## src/rtl/nlc_pkg.sv

```systemverilog
// Constants shared by the network indicator and clock select block.
// Assumes a single 200 MHz clock and an AXI4-Lite register port.
package nlc_pkg;
   // Register byte offsets
   localparam logic [7:0] NLC_REG_CTRL = 8'h00;
   localparam logic [7:0] NLC_REG_STATUS = 8'h04;
   localparam logic [7:0] NLC_REG_PLL = 8'h08;
   localparam int NLC_ADDR_W = 8;

   // Chip configuration select codes
   localparam logic [3:0] NLC_CFG_INT_PHY = 4'h0;
   localparam logic [3:0] NLC_CFG_EXT_XTAL = 4'h1;
   localparam logic [3:0] NLC_CFG_EXT_OSC = 4'h2;

   // Control register: phy operation select field
   localparam logic [2:0] NLC_OPSEL_RESET = 3'h7;
   localparam int NLC_OPSEL_AUTO = 2;
   localparam int NLC_OPSEL_SPD100 = 1;
   localparam int NLC_OPSEL_FULL = 0;

   // Status register bit positions
   localparam int NLC_ST_LINK = 0;
   localparam int NLC_ST_FULL = 1;
   localparam int NLC_ST_SPD100 = 2;
   localparam int NLC_ST_TXACT = 3;
   localparam int NLC_ST_RXACT = 4;
   localparam int NLC_ST_COL = 5;
   localparam int NLC_ST_XTAL = 6;
   localparam int NLC_ST_OSC = 7;
   localparam int NLC_ST_CFG_LO = 8;

   // PLL register layout
   localparam int NLC_PLL_EN_BIT = 8;

   // Clock figures
   localparam int NLC_CLK_PERIOD_NS = 5;
   localparam int NLC_REF_MHZ = 25;
   localparam int NLC_CORE_MHZ = 150;
   localparam logic [7:0] NLC_PLL_MULT = 8'(NLC_CORE_MHZ / NLC_REF_MHZ);

   // Activity stretch tick: 1000 ns per tick
   localparam int NLC_TICK_NS = 1000;
   localparam int NLC_TICK_CYCLES = NLC_TICK_NS / NLC_CLK_PERIOD_NS;
   localparam int NLC_TICK_W = 8;

   // AXI responses
   localparam logic [1:0] NLC_RESP_OKAY = 2'h0;
   localparam logic [1:0] NLC_RESP_SLVERR = 2'h2;

   // Read channel states, one-hot
   typedef enum logic [1:0] {
      NLC_RD_IDLE = 2'h1,
      NLC_RD_RESP = 2'h2
   } nlc_rd_state_t;
endpackage : nlc_pkg

```

## src/rtl/nlc_evt_if.sv

```systemverilog
// Event, tick and stretched level between the top and a stretcher.
// Assumes both ends run on the one block clock.
`timescale 1ns/100ps
interface nlc_evt_if;
   logic evt;  // Raw activity level
   logic tick; // Slow time base enable
   logic hold; // Stretched activity level
   modport src (output evt, output tick, input hold);
   modport dst (input evt, input tick, output hold);
endinterface : nlc_evt_if

```

## src/rtl/nlc_stretch.sv

```systemverilog
// Stretches an activity level so short bursts stay visible on a lamp.
// Assumes tick is a one-cycle enable from the caller's divider.
`timescale 1ns/100ps
module nlc_stretch
   import nlc_pkg::*;
#(
   parameter int TICKS_W = 6,
   parameter logic [TICKS_W-1:0] TICKS = 6'h10
) (
   // Clock and reset
   input wire logic aclk,
   input wire logic aresetn,
   // Event link
   nlc_evt_if.dst ev
);
   logic [TICKS_W-1:0] remain; // Ticks left after the event drops

   // Reload while active, count down on ticks afterwards
   always_ff @(posedge aclk) begin
      if (!aresetn) begin
         remain <= '0;
      end else if (ev.evt) begin
         remain <= TICKS;
      end else if (ev.tick && remain != '0) begin
         remain <= remain - 1'b1;
      end
   end

   // Level is high during the event and the stretch after it
   always_ff @(posedge aclk) begin
      if (!aresetn) begin
         ev.hold <= 1'b0;
      end else begin
         ev.hold <= ev.evt || (remain != '0);
      end
   end
endmodule : nlc_stretch

```

## src/rtl/nlc_top.sv

```systemverilog
// Network indicator drivers, shared-pin select and reference clock select.
// Assumes synchronous inputs, a strap held through reset, AXI4-Lite master.
//
// Summary of operation
// RL1: Indicators on shared pins only in mode 0000
// RL2: Dedicated link lamp follows media link state
// RL3: Low transmit lamp while line sends data
// RL4: Low receive lamp while line receives data
// RL5: Low collision lamp only in half duplex
// RL6: Duplex lamp low full, high half
// RL7: Speed lamp low 100M, high 10M
// RL8: PLL multiplies 25 MHz reference to 150
// RL9: Crystal reference in modes 0000 and 0001
// RL10: Oscillator reference only in mode 0010
`timescale 1ns/100ps
module nlc_top
   import nlc_pkg::*;
#(
   parameter int STRETCH_W = 6,
   parameter logic [STRETCH_W-1:0] STRETCH_TICKS = 6'h10
) (
   // Clock and reset
   input wire logic aclk,
   input wire logic aresetn,
   // Configuration strap, caught in reset
   input wire logic [3:0] cfg_select,
   // Line and negotiation state
   input wire logic link_up,
   input wire logic line_tx_active,
   input wire logic line_rx_active,
   input wire logic line_collision,
   input wire logic an_full_duplex,
   input wire logic an_speed100,
   // MAC transmit side for external phy
   input wire logic mii_tx_en_src,
   input wire logic [3:0] mii_txd_src,
   // Indicator and shared pins
   output logic link_indicator,
   output logic tx_activity_indicator_n,
   output logic rx_activity_indicator_n,
   output logic collision_indicator_n,
   output logic duplex_indicator_n,
   output logic speed_indicator_n,
   // Clock select
   output logic ref_use_crystal,
   output logic ref_use_oscillator,
   output logic pll_enable,
   output logic [7:0] pll_mult,
   // AXI4-Lite write
   input wire logic [NLC_ADDR_W-1:0] s_axi_awaddr,
   input wire logic s_axi_awvalid,
   output logic s_axi_awready,
   input wire logic [31:0] s_axi_wdata,
   input wire logic [3:0] s_axi_wstrb,
   input wire logic s_axi_wvalid,
   output logic s_axi_wready,
   output logic [1:0] s_axi_bresp,
   output logic s_axi_bvalid,
   input wire logic s_axi_bready,
   // AXI4-Lite read
   input wire logic [NLC_ADDR_W-1:0] s_axi_araddr,
   input wire logic s_axi_arvalid,
   output logic s_axi_arready,
   output logic [31:0] s_axi_rdata,
   output logic [1:0] s_axi_rresp,
   output logic s_axi_rvalid,
   input wire logic s_axi_rready
);
   logic [3:0] cfg_q;          // Captured configuration
   logic int_phy;              // Internal phy mode active
   logic [2:0] phy_operation_select; // Duplex and speed source
   logic full_q;               // Resolved full duplex
   logic spd_q;                // Resolved 100M speed
   logic [7:0] tick_cnt;       // Divider for the stretch tick
   logic tick;                 // One-cycle tick enable
   // Write channel holding state
   logic aw_got, w_got;        // Address or data already taken
   logic [NLC_ADDR_W-1:0] aw_addr;
   logic [31:0] w_data;
   logic [3:0] w_strb;
   logic aw_now, w_now, do_write; // Handshakes this cycle, write commit
   logic [NLC_ADDR_W-1:0] wr_addr;
   logic [31:0] wr_data;
   logic [3:0] wr_strb;
   nlc_rd_state_t rd_state;    // Read channel state

   nlc_evt_if tx_if (), rx_if (), col_if (); // Transmit, receive, collision links

   // Strap is caught while reset is held, frozen afterwards
   always_ff @(posedge aclk) begin
      if (!aresetn) begin
         cfg_q <= cfg_select;
      end
   end
   assign int_phy = (cfg_q == NLC_CFG_INT_PHY);

   // Tick divider for lamp stretching
   always_ff @(posedge aclk) begin
      if (!aresetn) begin
         tick_cnt <= 8'h00;
         tick <= 1'b0;
      end else if (tick_cnt == 8'(NLC_TICK_CYCLES - 1)) begin
         tick_cnt <= 8'h00;
         tick <= 1'b1;
      end else begin
         tick_cnt <= tick_cnt + 8'h01;
         tick <= 1'b0;
      end
   end

   // Duplex and speed: negotiated or manual, registered once
   always_ff @(posedge aclk) begin
      if (!aresetn) begin
         full_q <= 1'b0;
         spd_q <= 1'b0;
      end else if (phy_operation_select[NLC_OPSEL_AUTO]) begin
         full_q <= an_full_duplex; // [RL6]
         spd_q <= an_speed100;     // [RL7]
      end else begin
         full_q <= phy_operation_select[NLC_OPSEL_FULL]; // [RL6]
         spd_q <= phy_operation_select[NLC_OPSEL_SPD100]; // [RL7]
      end
   end

   // Activity stretchers; collisions are dropped in full duplex
   assign tx_if.evt = line_tx_active;                 // [RL3]
   assign rx_if.evt = line_rx_active;                 // [RL4]
   assign col_if.evt = line_collision && !full_q;     // [RL5]
   assign tx_if.tick = tick;
   assign rx_if.tick = tick;
   assign col_if.tick = tick;

   nlc_stretch #(.TICKS_W(STRETCH_W), .TICKS(STRETCH_TICKS)) u_tx (
      .aclk(aclk), .aresetn(aresetn), .ev(tx_if.dst));
   nlc_stretch #(.TICKS_W(STRETCH_W), .TICKS(STRETCH_TICKS)) u_rx (
      .aclk(aclk), .aresetn(aresetn), .ev(rx_if.dst));
   nlc_stretch #(.TICKS_W(STRETCH_W), .TICKS(STRETCH_TICKS)) u_col (
      .aclk(aclk), .aresetn(aresetn), .ev(col_if.dst));

   // Link lamp is never shared
   always_ff @(posedge aclk) begin
      if (!aresetn) begin
         link_indicator <= 1'b0;
      end else begin
         link_indicator <= link_up; // [RL2]
      end
   end

   // Shared pins: lamps in internal phy mode, MII transmit otherwise
   always_ff @(posedge aclk) begin
      if (!aresetn) begin
         tx_activity_indicator_n <= 1'b1;
         rx_activity_indicator_n <= 1'b1;
         collision_indicator_n <= 1'b1;
         duplex_indicator_n <= 1'b1;
         speed_indicator_n <= 1'b1;
      end else if (int_phy) begin // [RL1]
         tx_activity_indicator_n <= !tx_if.hold;   // [RL3]
         rx_activity_indicator_n <= !rx_if.hold;   // [RL4]
         collision_indicator_n <= !col_if.hold || full_q; // [RL5]
         duplex_indicator_n <= !full_q;            // [RL6]
         speed_indicator_n <= !spd_q;              // [RL7]
      end else begin
         // Pins carry the MAC's transmit nibble, MSB on the receive lamp
         tx_activity_indicator_n <= mii_tx_en_src;  // [RL1]
         rx_activity_indicator_n <= mii_txd_src[3];
         collision_indicator_n <= mii_txd_src[2];
         duplex_indicator_n <= mii_txd_src[1];
         speed_indicator_n <= mii_txd_src[0];
      end
   end

   // Reference select; unknown codes fall back to the crystal
   always_ff @(posedge aclk) begin
      if (!aresetn) begin
         ref_use_crystal <= 1'b0;
         ref_use_oscillator <= 1'b0;
         pll_enable <= 1'b0;
         pll_mult <= 8'h00;
      end else begin
         ref_use_oscillator <= (cfg_q == NLC_CFG_EXT_OSC); // [RL10]
         ref_use_crystal <= (cfg_q != NLC_CFG_EXT_OSC);    // [RL9]
         pll_enable <= 1'b1;                               // [RL8]
         pll_mult <= NLC_PLL_MULT;                         // [RL8]
      end
   end

   // Write address and data may arrive in either order
   assign aw_now = s_axi_awvalid && s_axi_awready;
   assign w_now = s_axi_wvalid && s_axi_wready;
   assign do_write = (aw_got || aw_now) && (w_got || w_now) && !s_axi_bvalid;
   assign wr_addr = aw_got ? aw_addr : s_axi_awaddr;
   assign wr_data = w_got ? w_data : s_axi_wdata;
   assign wr_strb = w_got ? w_strb : s_axi_wstrb;

   // Write channel handshakes
   always_ff @(posedge aclk) begin
      if (!aresetn) begin
         aw_got <= 1'b0;
         w_got <= 1'b0;
         // Held words need no reset: the got flags guard every use
         s_axi_awready <= 1'b0;
         s_axi_wready <= 1'b0;
         s_axi_bvalid <= 1'b0;
         s_axi_bresp <= NLC_RESP_OKAY;
      end else if (do_write) begin
         aw_got <= 1'b0;
         w_got <= 1'b0;
         s_axi_awready <= 1'b0;
         s_axi_wready <= 1'b0;
         s_axi_bvalid <= 1'b1;
         s_axi_bresp <= (wr_addr == NLC_REG_CTRL || wr_addr == NLC_REG_STATUS ||
            wr_addr == NLC_REG_PLL) ? NLC_RESP_OKAY : NLC_RESP_SLVERR;
      end else if (s_axi_bvalid) begin
         // Hold off new requests until the response is taken
         if (s_axi_bready) begin
            s_axi_bvalid <= 1'b0;
            s_axi_awready <= 1'b1;
            s_axi_wready <= 1'b1;
         end
      end else begin
         if (aw_now) begin
            aw_got <= 1'b1;
            aw_addr <= s_axi_awaddr;
            s_axi_awready <= 1'b0;
         end else if (!aw_got) begin
            s_axi_awready <= 1'b1;
         end
         if (w_now) begin
            w_got <= 1'b1;
            w_data <= s_axi_wdata;
            w_strb <= s_axi_wstrb;
            s_axi_wready <= 1'b0;
         end else if (!w_got) begin
            s_axi_wready <= 1'b1;
         end
      end
   end

   // Control register; only the low byte lane holds bits
   always_ff @(posedge aclk) begin
      if (!aresetn) begin
         phy_operation_select <= NLC_OPSEL_RESET;
      end else if (do_write && wr_addr == NLC_REG_CTRL && wr_strb[0]) begin
         phy_operation_select <= wr_data[2:0];
      end
   end

   // Read channel: answer one cycle after the address is taken
   always_ff @(posedge aclk) begin
      if (!aresetn) begin
         rd_state <= NLC_RD_IDLE;
         s_axi_arready <= 1'b0;
         s_axi_rvalid <= 1'b0;
         s_axi_rdata <= 32'h0;
         s_axi_rresp <= NLC_RESP_OKAY;
      end else begin
         case (rd_state)
            NLC_RD_IDLE: begin
               s_axi_arready <= 1'b1;
               if (s_axi_arvalid && s_axi_arready) begin
                  rd_state <= NLC_RD_RESP;
                  s_axi_arready <= 1'b0;
                  s_axi_rvalid <= 1'b1;
                  s_axi_rresp <= NLC_RESP_OKAY;
                  s_axi_rdata <= 32'h0;
                  case (s_axi_araddr)
                     NLC_REG_CTRL: s_axi_rdata[2:0] <= phy_operation_select;
                     NLC_REG_STATUS: begin
                        s_axi_rdata[NLC_ST_LINK] <= link_indicator;
                        s_axi_rdata[NLC_ST_FULL] <= full_q;
                        s_axi_rdata[NLC_ST_SPD100] <= spd_q;
                        s_axi_rdata[NLC_ST_TXACT] <= tx_if.hold;
                        s_axi_rdata[NLC_ST_RXACT] <= rx_if.hold;
                        s_axi_rdata[NLC_ST_COL] <= col_if.hold;
                        s_axi_rdata[NLC_ST_XTAL] <= ref_use_crystal;
                        s_axi_rdata[NLC_ST_OSC] <= ref_use_oscillator;
                        s_axi_rdata[NLC_ST_CFG_LO +: 4] <= cfg_q;
                     end
                     NLC_REG_PLL: begin
                        s_axi_rdata[7:0] <= pll_mult;
                        s_axi_rdata[NLC_PLL_EN_BIT] <= pll_enable;
                     end
                     default: s_axi_rresp <= NLC_RESP_SLVERR;
                  endcase
               end
            end
            NLC_RD_RESP: begin
               s_axi_arready <= 1'b0;
               if (s_axi_rready) begin
                  s_axi_rvalid <= 1'b0;
                  rd_state <= NLC_RD_IDLE;
               end
            end
            default: rd_state <= NLC_RD_IDLE; // Stray code: back to idle
         endcase
      end
   end
endmodule : nlc_top
```

## config.mk

```make
export PLATFORM = sky130hd
export DESIGN_NAME = nlc_top
export DESIGN_NICKNAME = d
export VERILOG_FILES = /design/src/rtl/nlc_pkg.sv /design/src/rtl/nlc_evt_if.sv /design/src/rtl/nlc_stretch.sv /design/src/rtl/nlc_top.sv
export SDC_FILE = /design/constraint.sdc
export NUM_CORES = 1
export LEC_CHECK = 0
export BUFFER_PORTS_ARGS = -buffer_cell sky130_fd_sc_hd__buf_4
export CORE_MARGIN = 2
export CORE_UTILIZATION = 50
export CTS_BUF_LIST = sky130_fd_sc_hd__clkbuf_4 sky130_fd_sc_hd__clkbuf_8 sky130_fd_sc_hd__clkbuf_16
export DETAILED_ROUTE_END_ITERATION = 7
export HOLD_SLACK_MARGIN = 0.06
export PLACE_DENSITY = 0.8
export SLEW_MARGIN = 20
export SYNTH_ARGS = -nofsm -noshare
export SYNTH_HDL_FRONTEND = slang
export SYNTH_SLANG_ARGS = --single-unit
export TNS_END_PERCENT = 1
```

## constraint.sdc

```tcl
create_clock -name aclk -period 2.2 [get_ports aclk]
set_input_delay 0.44 -clock aclk [delete_from_list [all_inputs] [get_ports aclk]]
set_output_delay 0.44 -clock aclk [all_outputs]
set_load 0.01 [all_outputs]
```

# Word-level counts from Yosys, hierarchy flattened
# Index checks and enable logic that the tools add are counted.
# W data, S select, Z words.
[totals] register_bits=93 latch_bits=0 mem_bits_rw=0 rom_bits=0 inputBits=74 word_cells=152 n_memories=0
[classes] add_sub_neg=4 n_mul=0 n_div=0 order_cmp=0 eq_ne=14 n_shift=0 n_mux=42 bitwise=3 n_reduce_logical=50
[ops] op="$mux W5" n=6
[ops] op="$mux W1" n=23
[ops] op="$reduce_bool A6 Y1" n=3
[ops] op="$sub A6 B1 Y6 const B" n=3
[ops] op="$eq A8 B3 Y1 const B" n=2
[ops] op="$eq A8 B4 Y1 const B" n=2
[ops] op="$logic_not A8 Y1" n=2
[ops] op="$pmux W6 S2" n=1
[ops] op="$reduce_and A2 Y1" n=6
[ops] op="$logic_and A1 B1 Y1" n=11
[ops] op="$reduce_or A2 Y1" n=5
[ops] op="$mux W3" n=3
[ops] op="$pmux W3 S3" n=1
[ops] op="$add A8 B1 Y8 const B" n=1
[ops] op="$eq A8 B8 Y1 const B" n=1
[ops] op="$logic_or A1 B1 Y1" n=8
[ops] op="$mux W2" n=4
[ops] op="$mux W8" n=1
[ops] op="$reduce_and A4 Y1" n=2
[ops] op="$reduce_bool A2 Y1" n=4
[ops] op="$logic_not A1 Y1" n=6
[ops] op="$ne A3 B2 Y1 const B" n=2
[ops] op="$eq A4 B2 Y1 const B" n=1
[ops] op="$logic_not A4 Y1" n=1
[ops] op="other kinds (10)" n=14

# Logic depth before layout (Yosys ltp)
# Gate-level depths: netlist of run 1.
[depth] depth_word=6 depth_mapped=6 depth_no_buf=6

# By module
# From an unflattened synthesis of run 1, not the netlist that was laid out.
[unflattened] hier_cells=381 hier_area_um2=3703.6
[by_module_without_submodules] mod="nlc_top" n_inst=1 cells_per_inst=264 area_per_inst_um2=2652.5 seq_area_each_um2=1401.3
[by_module_without_submodules] mod="nlc_stretch" n_inst=3 cells_per_inst=39 area_per_inst_um2=350.3 seq_area_each_um2=140.1

# Least setup slack after synthesis of run 1
# No wires, ideal clock.
[synth_timing] path_kind="input to register" from="input port aresetn" to="register aw_addr[0] (enable)" setup_time_ps=383 arrival_ps=1442 slack_ps=375 path_stages=3 n_path_buf=1 cell_sequence="clkbuf_1 > o21ai_0 > nor3_1"
[synth_between] elab_chain_len=1
[synth_rtl] element="start, declared" line_no="nlc_top.sv:24" source="input wire logic aresetn,"
[synth_rtl] element="$reduce_and A4 Y1 (no line)"
[synth_rtl] element="end signal, assigned" line_no="nlc_top.sv:224" source="aw_addr <= s_axi_awaddr;"
[synth_rtl] element="end, declared" line_no="nlc_top.sv:78" source="logic [NLC_ADDR_W-1:0] aw_addr;"
# Every way passes these cells.
# A chain may end at the register's enable or synchronous reset.

# Final worst setup path of run 1
[layout_timing] from="register aw_got" to="register phy_operation_select[2]"
[layout_between] elab_chain_len=5
[layout_rtl] element="start, declared" line_no="nlc_top.sv:77" source="logic aw_got, w_got;"
[layout_rtl] element="start signal, assigned" line_no="nlc_top.sv:199" source="aw_got <= 1'b0;"
[layout_rtl] element="start signal, assigned" line_no="nlc_top.sv:207" source="aw_got <= 1'b0;"
[layout_rtl] element="start signal, assigned" line_no="nlc_top.sv:223" source="aw_got <= 1'b1;"
[layout_rtl] element="parallel branches: the longest is 3 deep, another holds $mux W8"
[layout_rtl] element="$logic_and A1 B1 Y1 (*) (2 in a row)" line_no="nlc_top.sv:244" source="end else if (do_write && wr_addr == NLC_REG_CTRL && wr_strb[0]) begin"
[layout_rtl] element="end signal, assigned" line_no="nlc_top.sv:245" source="phy_operation_select <= wr_data[2:0];"
[layout_rtl] element="end, declared" line_no="nlc_top.sv:71" source="logic [2:0] phy_operation_select;"
# Every way passes the cells marked *.

==> Flow_metrics.wiki, run 1 <==
{| class="wikitable"
! Metric !! Value
|-
| Number of H-tree levels || 3
|-
| Area growth, synth to finish || 19.64%
|-
| Violation count after the first detailed-route iteration || 114
|-
| Number of nets in the final layout || 545
|-
| Slew at the pin closest to its max-slew limit || 664.2 ps
|-
| Wirelength, routed || 7482 um
|-
| Number of flip-flops and latches in the synthesized netlist || 83
|-
| Sum of negative setup slack || 0 ps
|-
| Number of max-slew violations in the final report || 0
|-
| Final-layout fill cell count || 615
|-
| Post-detailed-route via-to-cell ratio || 5.150
|-
| Gr busiest metal || met2
|-
| Maximum number of buffers from clock root to sink || 2
|-
| Share of synthesized area occupied by flip-flops and latches || 49.04%
|-
| Inserted Clock Buffers || 9
|-
| Count of endpoints failing hold in the final timing report || 0
|-
| Leak Pwr || 1.856 nW
|-
| Run status || finished clean
|-
| Share of post-route cells with drive strength above 1 || 22.27%
|-
| Final antenna diode count || 0
|-
| Synth Area per Inst || 9.574 sq um
|-
| EDFF count, synth || 16
|-
| Simple-gate portion of the synthesized area || 18.22%
|-
| Vert. Die Dim || 90.20 um
|-
| Std cell rows || 31
|-
| Sink Count || 83
|-
| Port Buffers || 71
|-
| Via count of the first global-routing pass || 2781
|-
| Final setup vio count || 0
|-
| Number of hold buffers added after CTS || 0
|-
| Max Fanout on Critical Path || 13
|-
| Area of the core || 0.007214 sq mm
|-
| Met3 routing resource usage after global routing || 5.365%
|-
| Peak clock frequency supported by timing || 573.2 MHz
|-
| Width of the die || 90.20 um
|-
| Initial standard-cell utilization of the core || 51.49%
|-
| Sort of element at the end of the critical path || register
|-
| Max-cap viol count || 0
|-
| Post-synthesis adder-cell area fraction || 3.031%
|-
| Detail-routed net length per standard cell || 13.22 um
|-
| Number of distinct library cells after synthesis || 47
|-
| Min Clock Period, post-route || 1745 ps
|-
| Post-route clock period utilization || 79.30%
|-
| Worst-case clock skew || 10.68 ps
|-
| CTS tree || built
|-
| Post-Syn Instances || 388
|-
| Clock latency reported for the late side of the worst-skew pair || 350 ps
|-
| Unrepaired setup endpoints after global routing || false
|-
| Met2 track utilization from global routing || 30.70%
|-
| Post-route cell area || 0.004444 sq mm
|-
| Wire length of the first global-routing pass || 12630 um
|-
| Power per cell area || 714.3 mW/mm^2
|-
| Count of nets left with antenna violations after detail routing || 0
|-
| Total track usage || 19.27%
|-
| Share of the synthesized area in the top cell type || 36.11%
|-
| Antenna violations before repair || 0
|-
| Number of search-and-repair iterations in the first detailed-routing pass || 4
|-
| Reg2Reg Setup Slack || 460 ps
|-
| Post-CTS Setup Inserts || 0
|-
| Type of the setup path with the least slack || register to register
|-
| Endpoint required time on the critical path || 2410 ps
|-
| Number of gates resized after cts || 0
|-
| Final GP Congestion || 0.8364
|-
| Xor and xnor area share after synthesis || 4.008%
|-
| CTS root buf || sky130_fd_sc_hd__clkbuf_8
|-
| Post-synthesis compound-gate area fraction || 13.74%
|-
| Combined area of all synthesized cells || 0.003715 sq mm
|-
| Yosys Warn Count || 0
|-
| Top Ports || 132
|-
| Fraction of registers with async set/reset || 0%
|-
| Tightest slew margin relative to the limit || 55.67%
|-
| Placed wire-length estimate || 5489 um
|-
| Largest family of logic cells by synthesized area || simple AND/OR/NAND/NOR gates
|-
| Leading register cell type out of synthesis || sky130_fd_sc_hd__dfxtp_1
|-
| Area of the die || 0.008135 sq mm
|-
| Largest area contributor in the synthesized netlist || sky130_fd_sc_hd__dfxtp_1
|-
| Kind of start point of the critical path || register
|-
| Instance area at placement || 0.004248 sq mm
|-
| Final routed DRC violation total || 0
|-
| Pin count of the biggest net entering global routing || 24
|-
| Via count || 2915
|-
| Fraction of synthesized area in multiplexers || 2.863%
|-
| Synth top area cells || sky130_fd_sc_hd__dfxtp_1 (36%), sky130_fd_sc_hd__edfxtp_1 (13%), sky130_fd_sc_hd__buf_4 (6.3%), sky130_fd_sc_hd__nor2_1 (5.2%), sky130_fd_sc_hd__ha_1 (3.0%)
|-
| Clock transition at path regs || 80 ps
|-
| Gr ovfl total || 0
|-
| Worst hold margin || 266.1 ps
|-
| Max rail drop VDD || 0.3332 mV
|-
| Type of the worst min-delay path || input pin to register
|-
| Global-route track usage on met1 || 24.10%
|-
| Arrival time of the worst setup path || 1950 ps
|}
==> critical path, cell delays in order, from the launching register on <==
cell,delay (ps)
sky130_fd_sc_hd__dfxtp_1,570
sky130_fd_sc_hd__nor3b_1,320
sky130_fd_sc_hd__o2111ai_1,240
sky130_fd_sc_hd__nor4_1,320
sky130_fd_sc_hd__o21ai_0,150
==> registers in the layout, indices dropped and copies added, names as in the netlist, 2 cells and up <==
| register | flops |
|---|---|
| aw_addr | 8 |
| cfg_q | 4 |
| phy_operation_select | 3 |
| rd_state | 2 |
| s_axi_rdata | 12 |
| tick_cnt | 8 |
| u_col.remain | 6 |
| u_rx.remain | 6 |
| u_tx.remain | 6 |
| w_data | 3 |
==> cell usage after synthesis, types with 6 or more instances <==
library cell	count
sky130_fd_sc_hd__dfxtp_1	67
sky130_fd_sc_hd__nor2_1	51
sky130_fd_sc_hd__buf_4	31
sky130_fd_sc_hd__inv_1	17
sky130_fd_sc_hd__nand2_1	17
sky130_fd_sc_hd__edfxtp_1	16
sky130_fd_sc_hd__a21oi_1	15
sky130_fd_sc_hd__nor3_1	11
sky130_fd_sc_hd__a22oi_1	10
sky130_fd_sc_hd__nand3_1	10
sky130_fd_sc_hd__o21ai_0	10
sky130_fd_sc_hd__xor2_1	10
sky130_fd_sc_hd__a31oi_1	9
sky130_fd_sc_hd__clkbuf_1	9
sky130_fd_sc_hd__ha_1	9
sky130_fd_sc_hd__nand2b_1	8
sky130_fd_sc_hd__o211ai_1	8
sky130_fd_sc_hd__xnor2_1	7
sky130_fd_sc_hd__nor4_1	6
==> per-layer routing <==
metal / wire, um / vias up
li1: - / 1461
met1: 3322 / 1338
met2: 3510 / 102
met3: 485 / 14
met4: 163 / 0
met5: 0 / -
==> cell families after synthesis <==
| logic type | after synthesis |
|---|---|
| AO/OA/AOI/OAI | 76 |
| AND/OR/NAND/NOR | 134 |
| buffers and inverters | 58 |
| flip-flops | 83 |
| XOR/XNOR | 17 |
| other | 1 |
| adder cells (fa/ha/maj) | 9 |
| multiplexers | 10 |
==> stage by stage <==
step / power, mW / worst slack [ps] / std cells / util [%]
final: 3.174 / 455.4 / 566 / 61.60
after global routing: 3.317 / 267.1 / 566 / 61.60
after CTS: 3.198 / 484.6 / 566 / 61.60
after detailed placement: 2.120 / 409.9 / 550 / 58.88
after global placement: 2.107 / 419.7 / 550 / 58.88
after floorplan: 1.984 / 374.6 / 415 / -
==> cell usage in the layout, fill, tap and decap left out, drive strengths merged, types with 11 or more instances in the layout <==
| cell | count |
|---|---|
| nor2 | 51 |
| inv | 18 |
| o21ai | 11 |
| nor3 | 11 |
| a21oi | 15 |
| buf | 77 |
| nand2 | 17 |
| conb | 28 |
| edfxtp | 16 |
| dfxtp | 67 |
| clkbuf | 11 |
==> worst paths after layout <==
check,endpoint,from,cells past startpoint
min reg2reg,tick_cnt[0],tick_cnt[0],1
max,phy_operation_select[2],aw_got,4
min,cfg_q[1],cfg_select[1],1
max reg2reg,phy_operation_select[2],aw_got,4
==> cell type report <==
type,instances,area [sq um],area share [%]
Tap cell,99,123.9,2.787
Clock inverter,5,51.30,1.154
Inverter,17,63.81,1.436
Sequential cell,83,1822,40.99
Clock buffer,11,145.1,3.266
Timing Repair Buffer,77,578.1,13.01
Multi-Input combinational cell,274,1660,37.36
==> where the power goes <==
group / total, mW / switching, mW / internal, mW
clock network: 1.09 / 0.523 / 0.563
registers: 1.69 / 0.0669 / 1.62
logic: 0.399 / 0.211 / 0.188
total: 3.17 / 0.801 / 2.37
Note: power is estimated with default switching activity, not from simulation.
==> run 2, diff against run 1 <==
- clock period: 2.2 -> 1.8 ns (I/O delays scaled with it)
==> run 2 against run 1 <==
  * Clock skew fell by 2.3 ps
  * Sequential share of layout area unchanged
  * First-iteration DRC count is 34% higher
  * Sequential cell count stayed put
  * Largest power group unchanged
  * Clock-buffer cell count unchanged
  * Wire length down 1.1%
  * Non-clock buffer count is 3 higher
  * Core utilization stayed put
  * Register-to-register slack got worse by 310 ps
  * Via count is 0.48% higher
  * Cell area is the same
  * Largest cell class unchanged
  * Clock power grew 6%
==> Flow_metrics.wiki, run 2 (synthesized netlist as in run 1, its figures left out) <==
{| class="wikitable"
! Metric !! Value
|-
| Run status || finished clean
|-
| Worst-case clock skew || 8.356 ps
|-
| Reg2Reg Setup Slack || 140 ps
|-
| Leak Pwr || 1.843 nW
|-
| Pwr Total || 3.721 mW
|-
| R2R Path Start || u_rx.remain[0]
|-
| Area growth, synth to finish || 19.64%
|-
| Peak clock frequency supported by timing || 603.1 MHz
|-
| Sum of negative setup slack || 0 ps
|-
| Commonest cells after routing, fill and taps aside || sky130_fd_sc_hd__buf_4 (80), sky130_fd_sc_hd__dfxtp_1 (67), sky130_fd_sc_hd__nor2_1 (51), sky130_fd_sc_hd__conb_1 (28)
|-
| Power per cell area || 837.2 mW/mm^2
|-
| Number of nets in the final layout || 548
|-
| Wire length of the first global-routing pass || 12630 um
|-
| Post-route clock period utilization || 92.11%
|-
| Unrepaired setup endpoints after global routing || false
|-
| Internal || 2.744 mW
|-
| Endpoint required time on the critical path || 2040 ps
|-
| Clock Power Share || 31.1%
|-
| Worst hold margin || 189.4 ps
|-
| Sink of the worst hold path || cfg_q[3]
|-
| Type of the worst min-delay path || input pin to register
|-
| Share of post-route cells with drive strength above 1 || 22.55%
|-
| Sort of element at the end of the critical path || register
|-
| CTS tree || built
|-
| Count of nets left with antenna violations after detail routing || 0
|-
| Post-CTS Setup Inserts || 0
|-
| Clock transition at path regs || 80 ps
|-
| Number of hold buffers added after CTS || 0
|-
| Sink Count || 83
|-
| Final core utilization || 61.60%
|-
| R2R Path End || u_rx.remain[3]
|-
| CTS root buf || sky130_fd_sc_hd__clkbuf_8
|-
| Final antenna diode count || 0
|-
| Vert. Die Dim || 90.20 um
|-
| Number of H-tree levels || 3
|-
| Post-route cell area || 0.004444 sq mm
|-
| Port Buffers || 71
|-
| Number of flip-flops in the largest register || 12
|-
| Maximum number of buffers from clock root to sink || 2
|-
| Top Registers || s_axi_rdata x12, aw_addr x8, tick_cnt x8
|-
| Clock latency reported for the late side of the worst-skew pair || 340 ps
|-
| Gr ovfl total || 0
|-
| Total track usage || 19.12%
|-
| Violation count after the first detailed-route iteration || 153
|-
| Kind of start point of the critical path || register
|-
| Width of the die || 90.20 um
|-
| Switching Share || 26.24%
|-
| Inserted Clock Buffers || 9
|-
| Via count of the first global-routing pass || 2761
|-
| Area of the core || 0.007214 sq mm
|-
| Min Clock Period, post-route || 1658 ps
|-
| Number of search-and-repair iterations in the first detailed-routing pass || 4
|-
| Initial standard-cell utilization of the core || 51.49%
|-
| Relative contribution of combinational cells to total power || 13.5%
|-
| Type of the setup path with the least slack || register to register
|-
| Wirelength, routed || 7400 um
|-
| Final setup vio count || 0
|-
| Detail-routed net length per standard cell || 13.01 um
|-
| Instance area at placement || 0.004275 sq mm
|-
| Post-detailed-route via-to-cell ratio || 5.148
|-
| Max-cap viol count || 0
|-
| Antenna violations before repair || 0
|-
| Top Ports || 132
|-
| Arrival time of the worst setup path || 1900 ps
|-
| Area of the die || 0.008135 sq mm
|-
| Reg with most FFs || s_axi_rdata
|-
| Final routed DRC violation total || 0
|-
| Count of endpoints failing hold in the final timing report || 0
|-
| Final GP Congestion || 0.8637
|-
| Max rail drop VDD || 0.3967 mV
|-
| Max Fanout on Critical Path || 3
|-
| Pin count of the biggest net entering global routing || 17
|-
| Cells on worst reg2reg path || 6
|-
| Via count || 2929
|-
| Commonest non-fill, non-tap cell in the layout || sky130_fd_sc_hd__buf_4
|-
| Number of gates resized after cts || 0
|-
| Switching power || 0.9765 mW
|-
| Std cell rows || 31
|-
| Cell depth of the worst min-delay path || 1
|-
| Reg power frac || 55.4%
|-
| Worst hold path startpoint || cfg_select[3]
|-
| Placed wire-length estimate || 5535 um
|-
| Number of max-slew violations in the final report || 0
|}
-- run 2: cell count changes in the layout (fill, tap and decap cells not counted) --
| cell | previous run | this run |
|---|---|---|
| sky130_fd_sc_hd__clkbuf_8 | 10 | 9 |
| sky130_fd_sc_hd__clkinv_2 | 3 | 0 |
| sky130_fd_sc_hd__clkbuf_4 | 1 | 2 |
| sky130_fd_sc_hd__buf_4 | 77 | 80 |
| sky130_fd_sc_hd__nor3_1 | 11 | 10 |
| sky130_fd_sc_hd__bufinv_16 | 1 | 0 |
| sky130_fd_sc_hd__nor3_2 | 0 | 1 |
| sky130_fd_sc_hd__inv_4 | 1 | 0 |
| sky130_fd_sc_hd__clkinvlp_4 | 0 | 3 |
| sky130_fd_sc_hd__clkinv_1 | 0 | 2 |
-- run 2: area by class of cell --
| class | instances | area (sq um) |
|---|---|---|
| clock buffer | 11 | 138.9 |
| clock inverter | 5 | 30.03 |
| fill | 614 | 2770 |
| inverter | 17 | 63.81 |
| multi-input combinational | 274 | 1665 |
| sequential | 83 | 1822 |
| tap | 99 | 123.9 |
| timing repair buffer | 80 | 600.6 |
-- run 2: power groups by stage --
stage | Sequential [mW] | Combinational (mW) | Clock, mW
3_5_place_dp | 2.10 | 0.501 | 0
6_report | 2.06 | 0.504 | 1.16
5_1_grt | 2.07 | 0.560 | 1.27
2_1_floorplan | 2.09 | 0.333 | 0
3_3_place_gp | 2.10 | 0.490 | 0
4_1_cts | 2.06 | 0.505 | 1.18
-- run 2: critical path: stages (launching register included) --
cell,delay (ps)
sky130_fd_sc_hd__dfxtp_1,340
sky130_fd_sc_hd__inv_1,80
sky130_fd_sc_hd__ha_1,160
sky130_fd_sc_hd__or4b_1,490
sky130_fd_sc_hd__o211ai_1,240
sky130_fd_sc_hd__xor2_1,180
sky130_fd_sc_hd__nor2_1,50
-- run 2: per-stage QoR --
stage	worst slack (ps)	cells
final	142.0	569
after global routing	31.85	569
after CTS	136.1	569
after detailed placement	104.3	553
after global placement	125.0	553
after floorplan	218.9	415
-- run 2: metal layers --
metal	up-vias	track usage [%]	part of all wire (%)
met5	-	0	0
met2	99	32.08	47
li1	1459	-	-
met3	17	4.526	6.8
met1	1354	23.35	43
met4	0	8.590	2.3
-- run 2: worst max path at each step --
stage	startpoint	to	slack, ps
finish	u_rx.remain[0]	u_rx.remain[3]	140
global route	u_rx.remain[0]	u_rx.remain[3]	30
CTS	u_rx.remain[0]	u_rx.remain[3]	140
detailed placement	s_axi_araddr[7]	s_axi_rdata[4]	100
global placement	s_axi_araddr[7]	s_axi_rdata[5]	130
floorplan	aw_got	aw_addr[0]	220
